File: src/core/mtcs_pkg.sv
// package: constants, types and carriers of the transmit control and status block
package mtcs_pkg;
  // register indices; byte address is four times the index
  localparam int unsigned CTL_IDX = 0;
  localparam int unsigned STS_IDX = 2;
  localparam int unsigned INT_IDX = 4;
  localparam int unsigned MSK_IDX = 5;
  localparam int unsigned RUN_IDX = 6;
  localparam logic [7:0] CTL_ADDR = 8'(CTL_IDX * 4);
  localparam logic [7:0] STS_ADDR = 8'(STS_IDX * 4);
  localparam logic [7:0] INT_ADDR = 8'(INT_IDX * 4);
  localparam logic [7:0] MSK_ADDR = 8'(MSK_IDX * 4);
  localparam logic [7:0] RUN_ADDR = 8'(RUN_IDX * 4);
  // transmit control fields
  localparam int unsigned CTL_RUN_BIT = 0;
  localparam int unsigned CTL_CRC_BIT = 1;
  localparam int unsigned CTL_PAD_BIT = 2;
  localparam int unsigned CTL_FC_BIT  = 3;
  localparam int unsigned CTL_RSV_LO  = 13;
  // transmit status fields
  localparam int unsigned STS_FID_LO = 0;
  localparam int unsigned STS_MC_BIT = 12;
  localparam int unsigned STS_LC_BIT = 13;
  localparam int unsigned STS_UR_BIT = 14;
  // run register fields
  localparam int unsigned RUN_ACT_BIT   = 0;
  localparam int unsigned RUN_FATAL_BIT = 1;
  localparam int unsigned RUN_EN_BIT    = 2;
  localparam int unsigned RUN_RESTART_BIT = 0;
  // interrupt status / mask fields
  localparam int unsigned INT_W      = 5;
  localparam int unsigned INT_DONE   = 0;
  localparam int unsigned INT_UR     = 1;
  localparam int unsigned INT_LC     = 2;
  localparam int unsigned INT_MC     = 3;
  localparam int unsigned INT_PAUSE  = 4;
  // frame sizes in bytes, crc polynomial and preset
  localparam logic [15:0] MIN_FRAME = 16'h0040;
  localparam logic [15:0] FCS_LEN   = 16'h0004;
  localparam logic [31:0] CRC_POLY  = 32'hedb88320;
  localparam logic [31:0] CRC_INIT  = 32'hffffffff;
  // reset values
  localparam logic [5:0]  FID_RST = 6'h00;
  localparam logic [15:0] CNT_RST = 16'h0000;
  localparam logic [31:0] RD_RST  = 32'h00000000;

  typedef enum logic [1:0] {S_IDLE, S_DATA, S_PAD, S_FCS} mtcs_state_t;

  typedef struct packed {
    logic        psel;
    logic        penable;
    logic        pwrite;
    logic [7:0]  paddr;
    logic [31:0] pwdata;
  } mtcs_apb_req_t;

  typedef struct packed {
    logic       valid;
    logic [7:0] data;
    logic       last;
    logic [5:0] fid;
  } mtcs_qin_t;

  typedef struct packed {
    logic       valid;
    logic [7:0] data;
    logic       last;
  } mtcs_tx_t;

  typedef struct packed {
    logic [31:0] rem;
  } mtcs_crc_st_t;

  typedef struct packed {
    logic              ctl_run;
    logic              ctl_crc;
    logic              ctl_pad;
    logic              ctl_fc;
    logic [1:0]        ctl_rsv;
    logic [5:0]        txs_fid;
    logic              txs_ur;
    logic              txs_lc;
    logic              txs_mc;
    logic [INT_W-1:0]  int_sts;
    logic [INT_W-1:0]  int_msk;
    mtcs_state_t       state;
    logic [15:0]       cnt;
    logic [1:0]        fcs_idx;
    logic              fatal;
    logic              lc_seen;
    logic [5:0]        cur_fid;
    logic              cur_crc;
    logic              cur_pad;
    logic              near_q;
    logic              q_ready;
    mtcs_tx_t          tx;
    logic              pause_req;
    logic              bkpr;
    logic              irq;
    logic [31:0]       prdata;
    logic              pready;
    logic              pslverr;
  } mtcs_st_t;
endpackage : mtcs_pkg

File: src/core/mtcs_crc32.sv
// module: byte-wide ethernet crc-32 accumulator
`timescale 1ns/1ps
module mtcs_crc32 (
  // clock and reset
  input  wire logic        mclk,
  input  wire logic        rst_b,
  // control and data
  input  wire logic        init,
  input  wire logic        en,
  input  wire logic [7:0]  data,
  // running remainder
  output logic [31:0]      crc
);
  import mtcs_pkg::*;

  mtcs_crc_st_t st_r;
  mtcs_crc_st_t st_nxt;

  always_comb begin
    st_nxt = st_r;
    if (init) begin
      st_nxt.rem = CRC_INIT;
    end else if (en) begin
      for (int i = 0; i < 8; i++) begin
        if (st_nxt.rem[0] ^ data[i]) begin
          st_nxt.rem = (st_nxt.rem >> 1) ^ CRC_POLY;
        end else begin
          st_nxt.rem = st_nxt.rem >> 1;
        end
      end
    end
  end

  always_ff @(posedge mclk or negedge rst_b) begin
    if (!rst_b) begin
      st_r.rem <= CRC_INIT;
    end else begin
      st_r <= st_nxt;
    end
  end

  assign crc = st_r.rem;
endmodule : mtcs_crc32

File: src/core/mtcs_top.sv
// module: transmit control, framing and status with apb registers
//
// Our own choice: the APB register port.
`timescale 1ns/1ps
module mtcs_top (
  // clock and reset
  input  wire logic                    mclk,
  input  wire logic                    rst_b,
  // apb slave
  input  wire mtcs_pkg::mtcs_apb_req_t apb,
  output logic [31:0]                  prdata,
  output logic                         pready,
  output logic                         pslverr,
  // frame bytes from the queue manager
  input  wire mtcs_pkg::mtcs_qin_t     qin,
  output logic                         q_ready,
  // byte stream to the phy
  output mtcs_pkg::mtcs_tx_t           tx,
  // link state and collisions
  input  wire logic                    full_duplex,
  input  wire logic                    coll_late,
  input  wire logic                    coll_max,
  // flow control
  input  wire logic                    rx_near_full,
  output logic                         pause_req,
  output logic                         backpressure,
  // interrupt
  output logic                         irq
);
  import mtcs_pkg::*;

  mtcs_st_t          st;
  mtcs_st_t          st_nxt;
  logic [31:0]       crc;
  logic              crc_init;
  logic              crc_en;
  logic [7:0]        crc_byte;
  logic [INT_W-1:0]  int_set;
  logic [INT_W-1:0]  int_clr;
  logic              fin;
  logic              fin_ur;
  logic              fin_mc;
  logic              acc;
  logic              hit;
  logic [15:0]       pad_goal;
  logic [15:0]       cnt_inc;
  logic [31:0]       fcs;

  mtcs_crc32 u_crc (
    .mclk  (mclk),
    .rst_b (rst_b),
    .init  (crc_init),
    .en    (crc_en),
    .data  (crc_byte),
    .crc   (crc)
  );

  assign fcs = ~crc;

  always_comb begin
    st_nxt   = st;
    int_set  = '0;
    int_clr  = '0;
    fin      = 1'b0;
    fin_ur   = 1'b0;
    fin_mc   = 1'b0;
    crc_init = 1'b0;
    crc_en   = 1'b0;
    crc_byte = 8'h00;
    hit      = 1'b0;
    acc      = apb.psel && apb.penable;
    cnt_inc  = st.cnt + 16'h0001;
    pad_goal = st.cur_crc ? (MIN_FRAME - FCS_LEN) : MIN_FRAME;
    st_nxt.tx.valid = 1'b0;
    st_nxt.tx.last  = 1'b0;
    st_nxt.tx.data  = 8'h00;

    // flow control
    st_nxt.near_q    = rx_near_full;
    st_nxt.pause_req = st.ctl_fc && full_duplex && rx_near_full && !st.near_q;
    st_nxt.bkpr      = st.ctl_fc && !full_duplex && rx_near_full;
    if (st_nxt.pause_req) begin
      int_set[INT_PAUSE] = 1'b1;
    end

    // transmit framing
    if (st.state != S_IDLE && coll_late) begin
      st_nxt.lc_seen = 1'b1;
    end
    unique case (st.state)
      S_IDLE: begin
        crc_init = 1'b1;
        st_nxt.cnt     = CNT_RST;
        st_nxt.fcs_idx = 2'h0;
        st_nxt.lc_seen = 1'b0;
        if (st.ctl_run && !st.fatal && qin.valid) begin
          st_nxt.state   = S_DATA;
          st_nxt.q_ready = 1'b1;
          st_nxt.cur_fid = qin.fid;
          st_nxt.cur_crc = st.ctl_crc;
          st_nxt.cur_pad = st.ctl_pad;
        end
      end
      S_DATA: begin
        if (coll_max) begin
          fin_mc = 1'b1;
        end else if (!qin.valid) begin
          fin_ur = 1'b1;
        end else begin
          crc_en          = 1'b1;
          crc_byte        = qin.data;
          st_nxt.tx.valid = 1'b1;
          st_nxt.tx.data  = qin.data;
          st_nxt.cnt      = cnt_inc;
          if (qin.last) begin
            st_nxt.q_ready = 1'b0;
            if (st.cur_pad && cnt_inc < pad_goal) begin
              st_nxt.state = S_PAD;
            end else if (st.cur_crc) begin
              st_nxt.state = S_FCS;
            end else begin
              st_nxt.tx.last = 1'b1;
              fin = 1'b1;
            end
          end
        end
      end
      S_PAD: begin
        if (coll_max) begin
          fin_mc = 1'b1;
        end else begin
          crc_en          = 1'b1;
          st_nxt.tx.valid = 1'b1;
          st_nxt.cnt      = cnt_inc;
          if (cnt_inc >= pad_goal) begin
            if (st.cur_crc) begin
              st_nxt.state = S_FCS;
            end else begin
              st_nxt.tx.last = 1'b1;
              fin = 1'b1;
            end
          end
        end
      end
      S_FCS: begin
        if (coll_max) begin
          fin_mc = 1'b1;
        end else begin
          st_nxt.tx.valid = 1'b1;
          st_nxt.tx.data  = fcs[8*st.fcs_idx +: 8];
          st_nxt.fcs_idx  = st.fcs_idx + 2'h1;
          if (st.fcs_idx == 2'h3) begin
            st_nxt.tx.last = 1'b1;
            fin = 1'b1;
          end
        end
      end
    endcase

    // frame end: status names the frame just finished or dropped
    if (fin || fin_ur || fin_mc) begin
      st_nxt.state   = S_IDLE;
      st_nxt.q_ready = 1'b0;
      st_nxt.txs_fid = st.cur_fid;
      st_nxt.txs_ur  = fin_ur;
      st_nxt.txs_lc  = st.lc_seen || coll_late;
      st_nxt.txs_mc  = fin_mc;
      int_set[INT_DONE] = 1'b1;
      int_set[INT_UR]   = fin_ur;
      int_set[INT_LC]   = st.lc_seen || coll_late;
      int_set[INT_MC]   = fin_mc;
      if (fin_ur) begin
        st_nxt.fatal = 1'b1;
      end
    end

    // apb: one wait state, effects on the completing edge
    unique case (apb.paddr)
      CTL_ADDR, STS_ADDR, INT_ADDR, MSK_ADDR, RUN_ADDR: hit = 1'b1;
      default: hit = 1'b0;
    endcase
    if (acc && !st.pready) begin
      st_nxt.pready  = 1'b1;
      st_nxt.pslverr = !hit;
      st_nxt.prdata  = RD_RST;
      unique case (apb.paddr)
        CTL_ADDR: begin
          st_nxt.prdata[CTL_RUN_BIT] = st.ctl_run;
          st_nxt.prdata[CTL_CRC_BIT] = st.ctl_crc;
          st_nxt.prdata[CTL_PAD_BIT] = st.ctl_pad;
          st_nxt.prdata[CTL_FC_BIT]  = st.ctl_fc;
          st_nxt.prdata[CTL_RSV_LO +: 2] = st.ctl_rsv;
        end
        STS_ADDR: begin
          st_nxt.prdata[STS_FID_LO +: 6] = st.txs_fid;
          st_nxt.prdata[STS_MC_BIT] = st.txs_mc;
          st_nxt.prdata[STS_LC_BIT] = st.txs_lc;
          st_nxt.prdata[STS_UR_BIT] = st.txs_ur;
        end
        INT_ADDR: st_nxt.prdata[INT_W-1:0] = st.int_sts;
        MSK_ADDR: st_nxt.prdata[INT_W-1:0] = st.int_msk;
        RUN_ADDR: begin
          st_nxt.prdata[RUN_ACT_BIT]   = st.state != S_IDLE;
          st_nxt.prdata[RUN_FATAL_BIT] = st.fatal;
          st_nxt.prdata[RUN_EN_BIT]    = st.ctl_run;
        end
        default: st_nxt.prdata = RD_RST;
      endcase
    end else if (acc && st.pready) begin
      st_nxt.pready  = 1'b0;
      st_nxt.pslverr = 1'b0;
      if (apb.pwrite) begin
        unique case (apb.paddr)
          CTL_ADDR: begin
            st_nxt.ctl_run = apb.pwdata[CTL_RUN_BIT];
            st_nxt.ctl_crc = apb.pwdata[CTL_CRC_BIT];
            st_nxt.ctl_pad = apb.pwdata[CTL_PAD_BIT];
            st_nxt.ctl_fc  = apb.pwdata[CTL_FC_BIT];
            st_nxt.ctl_rsv = apb.pwdata[CTL_RSV_LO +: 2];
          end
          MSK_ADDR: st_nxt.int_msk = apb.pwdata[INT_W-1:0];
          RUN_ADDR: begin
            if (apb.pwdata[RUN_RESTART_BIT] && !fin_ur) begin
              st_nxt.fatal = 1'b0;
            end
          end
          default: st_nxt.fatal = st_nxt.fatal;
        endcase
      end else if (apb.paddr == INT_ADDR) begin
        int_clr = st.prdata[INT_W-1:0];
      end
    end else begin
      st_nxt.pready  = 1'b0;
      st_nxt.pslverr = 1'b0;
    end

    // sticky events: a set in the clearing cycle survives
    st_nxt.int_sts = (st.int_sts & ~int_clr) | int_set;
    st_nxt.irq     = |(st_nxt.int_sts & st_nxt.int_msk);
  end

  always_ff @(posedge mclk or negedge rst_b) begin
    if (!rst_b) begin
      st.ctl_run   <= 1'b0;
      st.ctl_crc   <= 1'b0;
      st.ctl_pad   <= 1'b0;
      st.ctl_fc    <= 1'b0;
      st.ctl_rsv   <= 2'h0;
      st.txs_fid   <= FID_RST;
      st.txs_ur    <= 1'b0;
      st.txs_lc    <= 1'b0;
      st.txs_mc    <= 1'b0;
      st.int_sts   <= '0;
      st.int_msk   <= '0;
      st.state     <= S_IDLE;
      st.cnt       <= CNT_RST;
      st.fcs_idx   <= 2'h0;
      st.fatal     <= 1'b0;
      st.lc_seen   <= 1'b0;
      st.cur_fid   <= FID_RST;
      st.cur_crc   <= 1'b0;
      st.cur_pad   <= 1'b0;
      st.near_q    <= 1'b0;
      st.q_ready   <= 1'b0;
      st.tx        <= '0;
      st.pause_req <= 1'b0;
      st.bkpr      <= 1'b0;
      st.irq       <= 1'b0;
      st.prdata    <= RD_RST;
      st.pready    <= 1'b0;
      st.pslverr   <= 1'b0;
    end else begin
      st <= st_nxt;
    end
  end

  assign prdata       = st.prdata;
  assign pready       = st.pready;
  assign pslverr      = st.pslverr;
  assign q_ready      = st.q_ready;
  assign tx           = st.tx;
  assign pause_req    = st.pause_req;
  assign backpressure = st.bkpr;
  assign irq          = st.irq;

  // helper: bytes already sent in the current frame
  logic [15:0] flen;
  always_ff @(posedge mclk or negedge rst_b) begin
    if (!rst_b) begin
      flen <= CNT_RST;
    end else begin
      flen <= (st.tx.valid && !st.tx.last) ? flen + 16'h0001 : CNT_RST;
    end
  end
endmodule : mtcs_top

File: config.mk
export PLATFORM = sky130hd
export DESIGN_NAME = mtcs_top
export DESIGN_NICKNAME = d
export VERILOG_FILES = /design/src/core/mtcs_pkg.sv /design/src/core/mtcs_crc32.sv /design/src/core/mtcs_top.sv
export SDC_FILE = /design/constraint.sdc
export NUM_CORES = 1
export LEC_CHECK = 0
export ABC_AREA = 1
export ABC_CLOCK_PERIOD_IN_PS = 3770
export CAP_MARGIN = 30
export CELL_PAD_IN_SITES_DETAIL_PLACEMENT = 1
export CELL_PAD_IN_SITES_GLOBAL_PLACEMENT = 2
export CORE_MARGIN = 4
export CORE_UTILIZATION = 38
export CTS_CLUSTER_DIAMETER = 100
export DETAILED_ROUTE_END_ITERATION = 8
export DONT_BUFFER_PORTS = 1
export GPL_ROUTABILITY_DRIVEN = 0
export PLACE_DENSITY = 0.82
export SKIP_LAST_GASP = 1
export SLEW_MARGIN = 40
export SYNTH_ARGS = -nofsm -noshare
export SYNTH_HDL_FRONTEND = slang
export SYNTH_SLANG_ARGS = --single-unit
export TNS_END_PERCENT = 10
File: constraint.sdc
create_clock -name mclk -period 3.77 [get_ports mclk]
set_clock_uncertainty 0.05 [all_clocks]
set_input_delay 0.5655 -clock mclk [delete_from_list [all_inputs] [get_ports mclk]]
set_output_delay 0.5655 -clock mclk [all_outputs]
set_load 0.005 [all_outputs]
; Word level (Yosys, flattened, before mapping)
; Index checks and enable logic that the tools add are counted.
[op_classes]
n_addsub = 2
n_lt_le_gt_ge = 2
n_eq_ne = 18
shift = 1
muxes = 98
bitwise = 22
reduce_logical = 40
[ops]
columns = cell, n
row1 = 32-bit two-way mux, 24
row2 = 13-bit NOT with 14-bit output, 8
row3 = 18-bit two-way mux, 3
row4 = 18-bit case mux with 3 select lines, 1
row5 = 5-bit two-way mux, 8
row6 = 1-bit two-way mux, 33
row7 = 8-bit two-way mux, 4
row8 = 32-bit NOT, 1
row9 = 32-bit by 6-bit variable part select with 8-bit output, 1
row10 = "8-bit by 5-bit equality test with 1-bit output, second input constant", 3
row11 = 11-bit two-way mux, 2
row12 = "3-bit != test, second input constant", 6
row13 = "16-bit by 1-bit adder with 16-bit output, second input constant", 1
row14 = 16-bit by 7-bit greater-or-equal comparator with 1-bit output, 1
row15 = 16-bit by 7-bit less-than comparator with 1-bit output, 1
row16 = 2-bit two-way mux, 8
row17 = 8-bit case mux with 2 select lines, 1
row18 = 3-bit case mux with 5 select lines, 1
row19 = 1-bit logical AND, 13
row20 = 1-bit case mux with 3 select lines, 4
row21 = 5-bit bitwise AND, 2
row22 = 10-bit two-way mux, 1
row23 = 5-bit OR reduction, 2
row24 = 9-bit two-way mux, 1
row25 = 26 further kinds, 53
[totals]
register_bits = 113

; Longest topological paths before layout
[logic_depth]
word_depth = 35
ltp_mapped = 19

; Cells and area by module
; Synthesis repeated with hierarchy kept, for this count alone.
[unflattened]
cells_unflattened = 943
area_unflattened_um2 = 7110.6
[modules_own_cells]
columns = mod, instances, cells_each, area_per_inst_um2, seq_area_each_um2
row1 = mtcs_top, 1, 586, 4677.0, 2026.9
row2 = mtcs_crc32, 1, 357, 2433.6, 840.8

; Worst setup path before layout
; No wires, ideal clock.
[synth_path]
kind = reg2reg
startpoint = register st[62] (netlist name)
endpoint = register st[78] (netlist name)
setup_ns = 0.094
arrival_ns = 2.485
t_required_ns = 3.626
setup_slack_ns = 1.141
path_stages_with_launch = 17
period_less_slack_ns = 2.629
path_cell_list = dfrtp_1 -> ha_1 -> nand3_1 -> nor2_1 -> xor2_1 -> inv_1 -> ha_1 -> inv_1 -> o211ai_1 -> nor2_1 -> nand4_1 -> nand3_1 -> nand3_1 -> nand2_1 -> nand2_2 -> buf_2 -> a211oi_1
[synth_via]
elab_chain_len = 12
[synth_lines]
columns = item, line
row1 = "start, declared", mtcs_top.sv:32  ; mtcs_st_t st;
row2 = 16-bit by 1-bit adder with 16-bit output *, mtcs_top.sv:72  ; cnt_inc = st.cnt + 16'h0001;
row3 = 16-bit by 7-bit less-than comparator with 1-bit output, mtcs_top.sv:117  ; if (st.cur_pad && cnt_inc < pad_goal) begin
row4 = 1-bit logical AND, mtcs_top.sv:117
row5 = 1-bit two-way mux, mtcs_top.sv:117
row6 = 1-bit two-way mux, mtcs_top.sv:115  ; if (qin.last) begin
row7 = 1-bit two-way mux, mtcs_top.sv:107  ; end else if (!qin.valid) begin
row8 = 1-bit two-way mux, mtcs_top.sv:105  ; if (coll_max) begin
row9 = 1-bit case mux with 3 select lines, mtcs_top.sv:90  ; unique case (st.state)
row10 = 1-bit logical OR (2 in series), mtcs_top.sv:161  ; if (fin || fin_ur || fin_mc) begin
row11 = 3-bit != test (no source line) or 4-bit nonzero test (tied branches), n/a
row12 = 7-bit AND reduction (no source line), n/a
; Every way passes the cells marked *; elsewhere a longest branch is shown, timed or not. The select of a mux whose other input is x is not followed.
; A chain may end at the register's enable or synchronous reset.

==> results.py <==
metrics = {
    "routing": {
        "drt-pass1-iter-count": 4,
        "detail-route-antenna-nets": 0,
        "wl_mm": 18.3,
        "vias": 5302,
        "drc_errors": 0,
        "drt_iter0_markers": 259,
        "wl_per_cell_um": 17.5,
        "avgViaCountPerCell": 5.08,
    },
    "timing": {
        "worstMarginPinSlew_ns": 0.744,
        "finalMaxSlewViolations": 0,
        "slew_headroom_pct": 50.2,
        "rsz0062_at_grt": "false",
        "finalSetupViolCount": 0,
        "final-hold-violation-count": 0,
        "period_share_pct": 84.0,
        "clock.fmax_mhz": 316,
        "fin_crit_ns": 3.17,
        "fin_tns_setup_ns": 0,
    },
    "finish": {
        "final_util_pct": 42.6,
        "area_delta_synth_final_pct": 9.60,
        "finalNetCount": 884,
        "diodes": 0,
        "seqCellArea_um2": 2870,
        "fill_cells": 2091,
        "drive_gt1_share_pct": 12.9,
        "multi_input_area_um2": 3090,
    },
    "power_and_ir_drop": {
        "p_leak_uw": 0.00343,
        "peakVddDrop_mv": 0.352,
        "power_frac_comb_pct": 37.5,
        "p_clk_share_pct": 31.2,
        "pwr-share-seq_pct": 31.3,
        "switchingPower_uw": 1990,
        "internal-power_uw": 3060,
        "power_density_nw_per_um2": 682,
        "swShare_pct": 39.4,
    },
    "clock_network": {
        "post_cts_resized": 0,
        "cts_tree": "built",
        "postCtsHoldBufs": 1,
        "clock_path_buffers": 2,
        "h-tree-depth": 4,
        "post_cts.repair.setup_buffers": 0,
        "clk_pin_slew_ns": 0.06,
        "clock-sinks": 113,
        "numCtsBuffers": 17,
        "clock_latency_ns": 0.42,
        "root_buffer": "clkbuf_16",
    },
    "floorplanning": {
        "io_pins": 113,
        "coreArea_um2": 17400,
        "start_util_pct": 38.9,
        "dieWidth_um": 141,
        "fp.dieH_um": 141,
        "die_area_um2": 20000,
        "rows": 48,
    },
    "synth": {
        "netlist.top_cell.by_area": "dfrtp_1",
        "yosysWarnings": 0,
        "synth_edf_count": 0,
        "syn_area_per_cell_um2": 8.32,
        "synth_area_um2": 6750,
        "ys.flop_type": "dfrtp_1",
        "synthCells": 812,
        "synth_top_area_share_pct": 30.0,
        "synthArstFlopShare_pct": 100,
        "ys_types": 49,
        "synth_most_common_cell": "nand2_1",
        "synthTopCellsByCount": "nand2_1, inv_1, o21ai_0",
        "yosysSeqAreaShare_pct": 42.5,
        "yosys-top-cells-area": "dfrtp_1, dfstp_2, nand2_1",
        "synth_seq_cells": 113,
    },
    "worst_setup_path": {
        "worstPathMaxFanout": 16,
        "endpoint": "irq",
        "cp.required_ns": 4.03,
        "timing.rr.end": "irq",
        "cp-start-kind": "flop",
        "arrival_ns": 3.42,
        "r2r_start": "st[62]",
        "ff2ff_path_depth": 18,
        "crit_start": "st[62]",
        "critPathKind": "flop to flop",
        "end_kind": "flop",
        "reg2reg_slack_ns": 0.60,
    },
    "grt": {
        "grt_max_degree": 114,
        "grt.total_usage_pct": 19.2,
        "overflow": 0,
        "grt_pass1_wl_mm": 30.2,
        "grt_pass1_vias": 5821,
        "antenna_found_initial": 0,
    },
    "place": {
        "dp_hpwl_mm": 13.2,
        "io_buffers": 0,
    },
    "status": {
        "status": "finished, final reports clean",
    },
    "run": {
        "cap_violations": 0,
    },
    "min_path": {
        "hp-class": "input port to asynchronous set/reset pin",
    },
}
==> routing by layer <==
layer	share of wire, %	wire length (um)	global-route usage (%)
met5	0	0	0
met4	1.2	221	5.05
met3	4.6	845	4.58
met2	50	9210	33.1
met1	44	7990	24.1
==> state kept, by name (all words and copies together) (netlist names) <==
| name | cells |
|---|---|
| pause_req | 1 |
| pslverr | 1 |
| backpressure | 1 |
| tx | 10 |
| st | 56 |
| u_crc.crc | 32 |
| irq | 1 |
| pready | 1 |
| prdata | 9 |
| q_ready | 1 |
==> through the flow <==
stage,instances,cell area [um^2],hold WS [ns],power [uW],worst slack (ns)
global placement,1011,6800,0.224,3370,0.670
floorplan,834,6840,0.220,3030,1.14
global route,1044,7400,0.0583,5400,0.200
finish,1044,7400,0.0192,5040,0.602
detailed placement,1011,6800,0.224,3450,0.566
CTS,1044,7400,0.0722,5090,0.539
==> worst min-delay path by stage <==
stage / endpoint / from
after floorplan: backpressure / rst_b
after global placement: st[72] / rst_b
after detailed placement: st[72] / rst_b
after CTS: st[72] / rst_b
after global routing: st[76] / rst_b
final: st[72] / rst_b
==> cells by family (layout without fill, tap and decap cells) <==
family          Yosys count  in the layout  share of synthesized area [%]
flops                   113            113                           42.5
mux                       8              8                           1.33
xor+xnor                 70             70                           10.7
buf+inv                 189            174                           13.0
compound gates          167            167                           14.0
simple gates            251            251                           16.1
fa+ha+maj                13             13                           2.41
other cells               1             23                         0.0555
==> layout make-up <==
cell class,instances,share of cell area [%]
flip-flops and latches,113,38.7
multi-input cells,532,41.8
clock inverters,15,1.99
repair buffers,9,1.18
clock buffers,17,5.75
inverters,133,6.76
well taps,225,3.80
==> worst max-delay path, stage by stage, from the launching register on <==
cell      delay [ns]
dfrtp_1         0.38
ha_1            0.24
nand3_1         0.17
nor2_1          0.26
xor2_1          0.22
inv_1           0.07
ha_1            0.28
inv_1           0.06
o211ai_1        0.09
nor2_1          0.16
nand4_1         0.18
nand3_1         0.12
nand3_1         0.07
nand2_1         0.11
nand2_2         0.20
nand2_1         0.18
nand2_1         0.09
nand2_1         0.06
nand2_1         0.05
==> cells in the final DEF, fill, tap and decap left out, types with 3 or more instances in the layout <==
cell type     n
clkinvlp_4    3
clkbuf_16    17
nor3_1        6
dfrtp_1      81
inv_2         3
nand2_2       6
nand4_1       7
o21ai_0      86
ha_1         13
inv_6         7
buf_4         8
nand3_1      29
xor2_1       53
o22ai_1      32
xor2_4        4
inv_1       127
nand2_1     132
o211ai_1      5
xnor2_1      10
a21oi_1      26
conb_1       23
dfstp_2      32
nor2_1       60
mux2_2        8
==> power groups by stage <==
stage                     sequential (uW)  combinational, uW  clock (uW)
after floorplan                      1560               1470           0
after global placement               1590               1780           0
after detailed placement             1600               1850           0
after CTS                            1580               1910        1600
after global routing                 1600               2120        1670
final                                1580               1890        1580
Power figures use the tool's default switching activity.
